## src/design/mah_pkg.sv

```systemverilog
// Purpose: shared constants for the station address, hash and PHY blocks
// Assumes: 32-bit register port, byte offsets as printed
// Notes: all offsets, fields and timing counts live here, plus the address, hash, PHY field and value resets
`default_nettype none
package mah_pkg;
  // Register byte offsets
  localparam logic [11:0] OFS_ADDR_UPPER = 12'h104;
  localparam logic [11:0] OFS_ADDR_LOWER = 12'h108;
  localparam logic [11:0] OFS_HASH_UPPER = 12'h10C;
  localparam logic [11:0] OFS_HASH_LOWER = 12'h110;
  localparam logic [11:0] OFS_MGMT_CMD = 12'h114;
  localparam logic [11:0] OFS_MGMT_VALUE = 12'h118;
  localparam logic [11:0] OFS_FILTER_CTRL = 12'h180;
  // Reset values
  localparam logic [15:0] RST_ADDR_UPPER = 16'hFFFF;
  localparam logic [31:0] RST_ADDR_LOWER = 32'hFFFF_FFFF;
  localparam logic [31:0] RST_HASH = 32'h0000_0000;
  localparam logic [15:0] RST_VALUE = 16'h0000;
  localparam logic [4:0] RST_FIELD5 = 5'h00;
  // Command register fields
  localparam int CMD_PHYAD_HI = 15;
  localparam int CMD_PHYAD_LO = 11;
  localparam int CMD_REG_HI = 10;
  localparam int CMD_REG_LO = 6;
  localparam int CMD_WRITE_BIT = 1;
  localparam int CMD_PENDING_BIT = 0;
  // Management frame layout and pacing
  localparam int MDC_FREQ_HZ = 2_500_000;
  localparam int SYS_FREQ_HZ = 10_000_000;
  localparam int MDC_HALF = (SYS_FREQ_HZ / MDC_FREQ_HZ) / 2;
  localparam logic [5:0] FRAME_BITS = 6'h20;
  localparam logic [5:0] PREAMBLE_BITS = 6'h20;
  localparam logic [5:0] TA_BIT_POS = 6'h0E;
  localparam logic [1:0] ST_CODE = 2'h1;
  localparam logic [1:0] OP_WRITE = 2'h1;
  localparam logic [1:0] OP_READ = 2'h2;
  localparam logic [1:0] TA_WRITE = 2'h2;
  // Hash index from CRC bits
  localparam int HASH_MSB = 31;
  localparam int HASH_LSB = 26;
  localparam logic [31:0] CRC_POLY = 32'h04C1_1DB7;
  localparam logic [31:0] CRC_INIT = 32'hFFFF_FFFF;
  localparam logic [2:0] LAST_OCTET = 3'h5;
  typedef enum {MG_IDLE, MG_PRE, MG_FRAME, MG_DONE} mah_mgmt_e;
endpackage : mah_pkg
`default_nettype wire

```

## src/design/mah_hash_filter.sv

```systemverilog
// Purpose: multicast group acceptance from a 64-bit hash table
// Assumes: destination address given octet by octet, first octet first
// Notes: result is registered once the sixth octet is in
`default_nettype none
module mah_hash_filter (
  input wire logic clk_sys,
  input wire logic nrst,
  input wire logic octet_valid,
  input wire logic [7:0] octet,
  input wire logic [63:0] hash_table,
  input wire logic pass_every_multicast,
  output logic verdict_valid,
  output logic accept
);
  typedef struct packed {
    logic [31:0] crc;
    logic [2:0] count;
    logic verdict_valid;
    logic accept;
  } mah_hf_s;
  mah_hf_s st, next_st;

  // Ethernet CRC over one octet, LSB of the octet first
  function automatic logic [31:0] crc_octet(input logic [31:0] c,
                                             input logic [7:0] d);
    logic [31:0] r;
    r = c;
    for (int i = 0; i < 8; i++) begin
      if (r[31] ^ d[i]) begin
        r = {r[30:0], 1'b0} ^ mah_pkg::CRC_POLY;
      end else begin
        r = {r[30:0], 1'b0};
      end
    end
    return r;
  endfunction

  // Accumulate CRC and judge on the sixth octet
  always_comb begin
    logic [31:0] c;
    logic [5:0] idx;
    c = '0;
    idx = '0;
    next_st = st;
    next_st.verdict_valid = 1'b0;
    if (octet_valid) begin
      c = crc_octet(st.crc, octet);
      next_st.crc = c;
      next_st.count = st.count + 3'h1;
      if (st.count == mah_pkg::LAST_OCTET) begin
        idx = c[mah_pkg::HASH_MSB:mah_pkg::HASH_LSB];
        next_st.crc = mah_pkg::CRC_INIT;
        next_st.count = '0;
        next_st.verdict_valid = 1'b1;
        next_st.accept = pass_every_multicast | hash_table[idx];
      end
    end
  end

  always_ff @(posedge clk_sys or negedge nrst) begin
    if (!nrst) begin
      st <= '{crc: mah_pkg::CRC_INIT, count: 3'h0,
              verdict_valid: 1'b0, accept: 1'b0};
    end else begin
      st <= next_st;
    end
  end

  assign verdict_valid = st.verdict_valid;
  assign accept = st.accept;
endmodule // mah_hash_filter
`default_nettype wire

```

## src/design/mah_mgmt_frame.sv

```systemverilog
// Purpose: clause-22 management frame engine toward the internal PHY
// Assumes: the PHY samples data on the rising management clock edge
// Notes: read data captured on the rising management clock edge
`default_nettype none
module mah_mgmt_frame (
  input wire logic clk_sys,
  input wire logic nrst,
  input wire logic start,
  input wire logic write_op,
  input wire logic [4:0] phy_addr,
  input wire logic [4:0] phy_reg_select,
  input wire logic [15:0] wr_value,
  input wire logic mdio_in,
  output logic mdc,
  output logic mdio_out,
  output logic mdio_oe,
  output logic done,
  output logic [15:0] rd_value
);
  typedef struct packed {
    mah_pkg::mah_mgmt_e state;
    logic [7:0] div;
    logic [5:0] bitn;
    logic [31:0] shreg;
    logic write_op;
    logic mdc;
    logic mdio_out;
    logic mdio_oe;
    logic done;
    logic [15:0] rd_value;
  } mah_mf_s;
  mah_mf_s st, next_st;

  // Divider ticks every half period; frame bits move on falling MDC
  always_comb begin
    logic half;
    logic fall;
    logic rise;
    half = (st.div == 8'(mah_pkg::MDC_HALF - 1));
    fall = half & st.mdc;
    rise = half & ~st.mdc;
    next_st = st;
    next_st.done = 1'b0;
    if (st.state == mah_pkg::MG_IDLE) begin
      next_st.div = '0;
      next_st.mdc = 1'b0;
    end else begin
      next_st.div = half ? 8'h00 : st.div + 8'h01;
      if (half) begin
        next_st.mdc = ~st.mdc;
      end
    end
    case (st.state)
      mah_pkg::MG_IDLE: begin
        if (start) begin
          next_st.shreg = {mah_pkg::ST_CODE,
                           write_op ? mah_pkg::OP_WRITE : mah_pkg::OP_READ,
                           phy_addr, phy_reg_select, mah_pkg::TA_WRITE,
                           wr_value};
          next_st.write_op = write_op;
          next_st.bitn = mah_pkg::PREAMBLE_BITS;
          next_st.mdio_oe = 1'b1;
          next_st.mdio_out = 1'b1;
          next_st.state = mah_pkg::MG_PRE;
        end
      end
      mah_pkg::MG_PRE: begin
        if (fall) begin
          next_st.bitn = st.bitn - 6'h01;
          if (st.bitn == 6'h01) begin
            next_st.bitn = mah_pkg::FRAME_BITS;
            next_st.state = mah_pkg::MG_FRAME;
            next_st.mdio_out = st.shreg[31];
            next_st.shreg = {st.shreg[30:0], 1'b0};
          end
        end
      end
      mah_pkg::MG_FRAME: begin
        if (rise && !st.write_op) begin
          next_st.rd_value = {st.rd_value[14:0], mdio_in};
        end
        if (fall) begin
          next_st.bitn = st.bitn - 6'h01;
          // Release the line for turnaround on reads
          if (!st.write_op && st.bitn ==
              mah_pkg::FRAME_BITS - mah_pkg::TA_BIT_POS + 6'h01) begin
            next_st.mdio_oe = 1'b0;
          end
          next_st.mdio_out = st.shreg[31];
          next_st.shreg = {st.shreg[30:0], 1'b0};
          if (st.bitn == 6'h01) begin
            next_st.mdio_oe = 1'b0;
            next_st.state = mah_pkg::MG_DONE;
          end
        end
      end
      mah_pkg::MG_DONE: begin
        next_st.done = 1'b1;
        next_st.state = mah_pkg::MG_IDLE;
      end
      default: next_st.state = mah_pkg::MG_IDLE;
    endcase
  end

  // Frame engine state
  always_ff @(posedge clk_sys or negedge nrst) begin
    if (!nrst) begin
      st <= '{state: mah_pkg::MG_IDLE, div: 8'h00, bitn: 6'h00,
              shreg: 32'h0000_0000, write_op: 1'b0, mdc: 1'b0,
              mdio_out: 1'b1, mdio_oe: 1'b0, done: 1'b0,
              rd_value: 16'h0000};
    end else begin
      st <= next_st;
    end
  end

  assign mdc = st.mdc;
  assign mdio_out = st.mdio_out;
  assign mdio_oe = st.mdio_oe;
  assign done = st.done;
  assign rd_value = st.rd_value;
endmodule // mah_mgmt_frame
`default_nettype wire

```

## src/design/mah_regs.sv

```systemverilog
// Purpose: station address, multicast hash and PHY management registers
// Assumes: plain register port, read data one cycle after the strobe
// Notes: reset protection is modelled by a separate protect input
//
// Our own choice: the strobed register port.
`default_nettype none
module mah_regs (
  input wire logic clk_sys,
  input wire logic nrst,
  input wire logic rst_protect,
  input wire logic [11:0] reg_addr,
  input wire logic [31:0] reg_wdata,
  input wire logic reg_write,
  input wire logic reg_read,
  output logic [31:0] reg_rdata,
  input wire logic rx_dest_valid,
  input wire logic [7:0] rx_dest_octet,
  output logic rx_verdict_valid,
  output logic rx_accept,
  output logic [47:0] station_addr,
  output logic mgmt_clk,
  output logic mgmt_data_out,
  output logic mgmt_data_oe,
  input wire logic mgmt_data_in
);
  typedef struct packed {
    logic [15:0] addr_upper;
    logic prot_armed;
    logic [31:0] hash_upper;
    logic [31:0] hash_lower;
    logic [4:0] phy_addr;
    logic [4:0] phy_reg_select;
    logic phy_write_select;
    logic phy_access_pending;
    logic start;
    logic [15:0] value;
    logic pass_every_multicast;
    logic [31:0] rdata;
    logic [47:0] station;
  } mah_rg_s;
  mah_rg_s st, next_st;
  // Lower word sits outside the state so it can ride through a reset
  logic [31:0] addr_lower;
  logic [31:0] next_addr_lower;

  logic mf_done;
  logic [15:0] mf_rd_value;
  logic mf_mdc;
  logic mf_out;
  logic mf_oe;
  logic hf_valid;
  logic hf_accept;

  // Read mux shared by the read path
  function automatic logic [31:0] read_word(input mah_rg_s s,
                                            input logic [31:0] lw,
                                            input logic [11:0] a);
    logic [31:0] w;
    w = 32'h0000_0000;
    case (a)
      mah_pkg::OFS_ADDR_UPPER: w = {16'h0000, s.addr_upper};
      mah_pkg::OFS_ADDR_LOWER: w = lw;
      mah_pkg::OFS_HASH_UPPER: w = s.hash_upper;
      mah_pkg::OFS_HASH_LOWER: w = s.hash_lower;
      mah_pkg::OFS_MGMT_CMD: begin
        w[mah_pkg::CMD_PHYAD_HI:mah_pkg::CMD_PHYAD_LO] = s.phy_addr;
        w[mah_pkg::CMD_REG_HI:mah_pkg::CMD_REG_LO] = s.phy_reg_select;
        w[mah_pkg::CMD_WRITE_BIT] = s.phy_write_select;
        w[mah_pkg::CMD_PENDING_BIT] = s.phy_access_pending;
      end
      mah_pkg::OFS_MGMT_VALUE: w = {16'h0000, s.value};
      mah_pkg::OFS_FILTER_CTRL: w = {31'h0000_0000, s.pass_every_multicast};
      default: w = 32'h0000_0000;
    endcase
    return w;
  endfunction

  // Register writes, pending handling and read capture
  always_comb begin
    next_st = st;
    next_addr_lower = addr_lower;
    next_st.start = 1'b0;
    next_st.prot_armed = 1'b1;
    next_st.rdata = 32'h0000_0000;
    // first edge after reset reloads unless protected
    if (!st.prot_armed && !rst_protect) begin
      next_addr_lower = mah_pkg::RST_ADDR_LOWER;
    end
    if (reg_read) begin
      next_st.rdata = read_word(st, addr_lower, reg_addr);
    end
    if (reg_write) begin
      case (reg_addr)
        mah_pkg::OFS_ADDR_UPPER: next_st.addr_upper = reg_wdata[15:0];
        mah_pkg::OFS_ADDR_LOWER: next_addr_lower = reg_wdata;
        mah_pkg::OFS_HASH_UPPER: next_st.hash_upper = reg_wdata;
        mah_pkg::OFS_HASH_LOWER: next_st.hash_lower = reg_wdata;
        mah_pkg::OFS_MGMT_CMD: begin
          if (!st.phy_access_pending) begin
            next_st.phy_addr =
              reg_wdata[mah_pkg::CMD_PHYAD_HI:mah_pkg::CMD_PHYAD_LO];
            next_st.phy_reg_select =
              reg_wdata[mah_pkg::CMD_REG_HI:mah_pkg::CMD_REG_LO];
            next_st.phy_write_select = reg_wdata[mah_pkg::CMD_WRITE_BIT];
            next_st.phy_access_pending =
              reg_wdata[mah_pkg::CMD_PENDING_BIT];
            next_st.start = reg_wdata[mah_pkg::CMD_PENDING_BIT];
          end
        end
        mah_pkg::OFS_MGMT_VALUE: begin
          if (!st.phy_access_pending) begin
            next_st.value = reg_wdata[15:0];
          end
        end
        mah_pkg::OFS_FILTER_CTRL:
          next_st.pass_every_multicast = reg_wdata[0];
        default: ;
      endcase
    end
    if (mf_done) begin
      if (!st.phy_write_select) begin
        next_st.value = mf_rd_value;
      end
      next_st.phy_access_pending = 1'b0;
    end
    next_st.station = {next_st.addr_upper[15:8], next_st.addr_upper[7:0],
                       next_addr_lower[31:24], next_addr_lower[23:16],
                       next_addr_lower[15:8], next_addr_lower[7:0]};
  end

  // all-ones address after reset; protected lower word
  always_ff @(posedge clk_sys or negedge nrst) begin
    if (!nrst) begin
      st.addr_upper <= mah_pkg::RST_ADDR_UPPER;
      st.prot_armed <= 1'b0;
      st.hash_upper <= mah_pkg::RST_HASH;
      st.hash_lower <= mah_pkg::RST_HASH;
      st.phy_addr <= mah_pkg::RST_FIELD5;
      st.phy_reg_select <= mah_pkg::RST_FIELD5;
      st.phy_write_select <= 1'b0;
      st.phy_access_pending <= 1'b0;
      st.start <= 1'b0;
      st.value <= mah_pkg::RST_VALUE;
      st.pass_every_multicast <= 1'b0;
      st.rdata <= 32'h0000_0000;
      st.station <= {mah_pkg::RST_ADDR_UPPER, mah_pkg::RST_ADDR_LOWER};
    end else begin
      st.addr_upper <= next_st.addr_upper;
      st.prot_armed <= next_st.prot_armed;
      st.hash_upper <= next_st.hash_upper;
      st.hash_lower <= next_st.hash_lower;
      st.phy_addr <= next_st.phy_addr;
      st.phy_reg_select <= next_st.phy_reg_select;
      st.phy_write_select <= next_st.phy_write_select;
      st.phy_access_pending <= next_st.phy_access_pending;
      st.start <= next_st.start;
      st.value <= next_st.value;
      st.pass_every_multicast <= next_st.pass_every_multicast;
      st.rdata <= next_st.rdata;
      st.station <= next_st.station;
    end
  end

  // no async reset here, or protection could not hold the word
  always_ff @(posedge clk_sys) begin
    addr_lower <= next_addr_lower;
  end

  mah_mgmt_frame u_frame (
    .clk_sys(clk_sys),
    .nrst(nrst),
    .start(st.start),
    .write_op(st.phy_write_select),
    .phy_addr(st.phy_addr),
    .phy_reg_select(st.phy_reg_select),
    .wr_value(st.value),
    .mdio_in(mgmt_data_in),
    .mdc(mf_mdc),
    .mdio_out(mf_out),
    .mdio_oe(mf_oe),
    .done(mf_done),
    .rd_value(mf_rd_value)
  );

  mah_hash_filter u_filter (
    .clk_sys(clk_sys),
    .nrst(nrst),
    .octet_valid(rx_dest_valid),
    .octet(rx_dest_octet),
    .hash_table({st.hash_upper, st.hash_lower}),
    .pass_every_multicast(st.pass_every_multicast),
    .verdict_valid(hf_valid),
    .accept(hf_accept)
  );

  assign reg_rdata = st.rdata;
  assign station_addr = st.station;
  assign rx_verdict_valid = hf_valid;
  assign rx_accept = hf_accept;
  assign mgmt_clk = mf_mdc;
  assign mgmt_data_out = mf_out;
  assign mgmt_data_oe = mf_oe;
endmodule // mah_regs
`default_nettype wire

```

## config.mk

```make
export PLATFORM = sky130hd
export DESIGN_NAME = mah_regs
export DESIGN_NICKNAME = d
export VERILOG_FILES = /design/src/design/mah_pkg.sv /design/src/design/mah_hash_filter.sv /design/src/design/mah_mgmt_frame.sv /design/src/design/mah_regs.sv
export SDC_FILE = /design/constraint.sdc
export NUM_CORES = 1
export LEC_CHECK = 0
export ABC_AREA = 0
export BUFFER_PORTS_ARGS = -buffer_cell sky130_fd_sc_hd__buf_2
export CAP_MARGIN = 0
export CORE_UTILIZATION = 30
export DETAILED_ROUTE_END_ITERATION = 6
export GPL_TIMING_DRIVEN = 0
export RECOVER_POWER = 100
export SYNTH_ARGS = -nofsm -noshare
export SYNTH_HDL_FRONTEND = slang
export SYNTH_SLANG_ARGS = --single-unit
```

## constraint.sdc

```tcl
create_clock -name clk_sys -period 9.1 [get_ports clk_sys]
set_clock_uncertainty 0.2 [all_clocks]
set_input_delay 1.365 -clock clk_sys [delete_from_list [all_inputs] [get_ports clk_sys]]
set_output_delay 1.365 -clock clk_sys [all_outputs]
set_load 0.01 [all_outputs]
```

==> metrics <==
final setup fails 0; total gr overflow 0; worst skew pair latency 0.53 ns; DR iter-0 viols 844; Psw 2.07 mW; clock share of power 0.253; largest net degree at the start of global routing 114; post-synth cell types 69; clock root cell clkbuf_16; max-slew violation count 69; setup TNS 0 ns; power density cells 318 mW/mm²; TritonCTS Buffers 36; chip height 223 µm; f_max 188 MHz; worst setup margin 3.79 ns; Non-Filler Instances 2109; cell leakage power 7.41 nW; placed cell count 2043; H-Tree Depth 2; hold_ws 0.279 ns; Cell Chain, Critical Path buf_2 > nor4_1 > and4b_1 > nand2_1 > nor4b_1 > and3b_1 > clkbuf_1 > clkbuf_1 > mux2i_1 > o21ai_0; Post-CTS Resized 0; Slowest cell on crit path nor4b_1; post-DP HPWL 29.1 mm; syn_nets 1355; post-DR vias/cell 4.92; Yosys warning count 0; vias in the first global route 10500; # clock sinks 313; Worst Hold Class flop to flop; antenna diode instance count 0; Top cell by count, worst path clkbuf_1; Arrival @ worst endpoint 5.49 ns; Die Wd 223 µm; Post-Syn Instances 1286; Post-synth EDFFs 0; All-Layer GR Usage 0.160; maximum vdd drop 165 µV; critical path class input pin to flop; die footprint 0.0497 mm²; Synth Flop Type dfrtp_1; core area 0.0479 mm²; Seq/Total Area, Yosys 0.531; Reg power frac 0.335; Crit path largest cell delay 1.41 ns; remaining antenna violation count after routing 0; Yosys reg bits 313; mean area per synthesized cell 11.4 µm²; Worst Setup End Kind flop; GP Congestion 0.867; sw frac 0.381; Worst Setup Start Kind input pin; clock slew at reported path FFs 0.06 ns; Setup WS pre-CTS 4.46 ns; clock buffer depth 3; DRC 7; Setup Buffers After CTS 0; IO Count 144; DR top layer met5; required time of the critical path 9.28 ns; status complete, but fails checks; final wirelength 39.7 mm; total internal power 3.37 mW; PortBufs 140; synthesized area 0.0146 mm²; Final min period 5.31 ns; RSZ-0062 raised after global routing false; TritonCTS clock tree done; failing checks DRC, capacitance limit, slew limit; Max Cap Viol 2; first drt pass iteration count 7; routed vias 10400; routed len/inst 18.8 µm; initial core utilization 0.305; critical path fanouts, max 10; global-route wire length before repair 61.7 mm; Async SR Flop Fraction 0.898; antenna violations before repair 3; Slew @ Worst Pin 3.13 ns; Final Cycle Share 0.583; cts hold-fix bufs 0; WL met1 17.2 mm; DR WL met2 19.3 mm; final net count 1535; met3 wire length 2.36 mm; Slew HR -1.09; final hold violation count 0; share of cells above drive strength 1 0.274; logic gate share of total power 0.412; Area Overhead vs Synth 16.7%; num rows 80
==> state kept, by name (all words and copies together) (netlist names) <==
name,flops
addr_lower,32
reg_rdata,32
st,96
station_addr,47
u_filter.accept,1
u_filter.st,35
u_filter.verdict_valid,1
u_frame.done,1
u_frame.mdc,1
u_frame.mdio_oe,1
u_frame.mdio_out,1
u_frame.rd_value,16
u_frame.st,49
==> worst paths after layout <==
check | from | end | slack [ns] | cells after the start
max in group asynchronous | nrst | u_frame.st[68] | 4.91 | 3
hold reg to reg | u_frame.done | st[98] | 0.28 | 1
hold / removal | u_frame.done | st[98] | 0.28 | 1
min in group asynchronous | nrst | reg_rdata[22] | 1.67 | 1
setup reg to reg | u_filter.st[35] | u_filter.accept | 4.66 | 8
setup / recovery | reg_addr[1] | st[94] | 3.79 | 10
==> worst max-delay path: cells and delay by family <==
| kind | cells | cell delay, ns |
|---|---|---|
| buf+inv | 3 | 1.26 |
| compound gates | 1 | 0.11 |
| simple gates | 5 | 2.50 |
| mux | 1 | 0.27 |
==> cell usage in the layout, fill, tap and decap left out, types with 20 or more instances in the layout <==
cell | Yosys | routed
nor2b_1 | 20 | 20
clkbuf_16 | 0 | 37
mux2_2 | 118 | 117
buf_2 | 8 | 70
nor2_1 | 143 | 143
clkbuf_1 | 52 | 146
dfxtp_1 | 32 | 32
xor2_1 | 26 | 27
o21ai_0 | 66 | 66
a21oi_1 | 86 | 87
buf_4 | 80 | 79
mux2i_1 | 51 | 51
xnor2_1 | 38 | 42
nand2_1 | 78 | 78
dfstp_2 | 81 | 63
dfrtp_1 | 200 | 200
a22oi_1 | 38 | 38
==> Yosys cell counts, types with 3 or more instances <==
library cell | instances | area, µm²
xnor2_4 | 4 | 110
a222oi_1 | 5 | 50.1
buf_4 | 80 | 601
nor3_1 | 7 | 35.0
mux2i_1 | 51 | 510
a21oi_1 | 86 | 430
a211oi_1 | 3 | 22.5
xnor2_2 | 4 | 65.1
nand3_1 | 13 | 65.1
o2111ai_1 | 3 | 26.3
buf_1 | 8 | 30.0
o21ai_0 | 66 | 330
ha_1 | 10 | 125
and3_1 | 4 | 25.0
dfrtp_1 | 200 | 5000
dfstp_2 | 81 | 2130
a221oi_1 | 12 | 105
mux4_2 | 9 | 203
nand4b_1 | 3 | 26.3
clkbuf_1 | 52 | 195
xor2_1 | 26 | 228
nor2_1 | 143 | 537
buf_2 | 8 | 40.0
nor2b_1 | 20 | 125
mux2_2 | 118 | 1330
a22oi_1 | 38 | 285
and2_1 | 5 | 31.3
dfxtp_1 | 32 | 641
xnor2_1 | 38 | 333
or2_2 | 3 | 18.8
o22a_1 | 5 | 43.8
nand2_1 | 78 | 293
a21boi_0 | 10 | 75.1
inv_1 | 14 | 52.6
==> logic make-up after synthesis <==
logic type,share of synthesized area
other,0.000256
AO/OA/AOI/OAI,0.106
AND/OR/NAND/NOR,0.0884
adder cells (fa/ha/maj),0.00854
buffers and inverters,0.0642
XOR/XNOR,0.0615
flip-flops,0.531
multiplexers,0.140
==> power groups by stage <==
stage | sequential [mW] | combinational [mW] | clock, mW
6_report | 1.82 | 2.24 | 1.38
2_1_floorplan | 1.81 | 1.75 | 0
3_5_place_dp | 1.85 | 2.31 | 0
3_3_place_gp | 1.84 | 2.28 | 0
4_1_cts | 1.82 | 2.33 | 1.41
5_1_grt | 1.85 | 2.46 | 1.47
==> through the flow <==
step           instance area [µm²]  utilization  power, mW
2_1_floorplan                14600            -       3.55
3_3_place_gp                 16100        0.336       4.12
3_5_place_dp                 16200        0.338       4.16
4_1_cts                      17300        0.361       5.57
5_1_grt                      17100        0.356       5.78
6_report                     17100        0.356       5.44
==> per-layer routing <==
metal,track usage,up-vias
met5,0,-
met3,0.0319,55
met2,0.267,344
met4,0.0469,6
met1,0.209,5196
li1,-,4767
==> final cells by class <==
type	instances	area, µm²
Multi-Input combinational cell	809	5830
Fill cell	4805	30900
Sequential cell	313	7770
Inverter	14	52.6
Timing Repair Buffer	142	668
Clock buffer	54	1040
Tap cell	615	769
Clock inverter	12	78.8
Buffer	150	875
No activity file was read; power rests on OpenSTA's default activity.
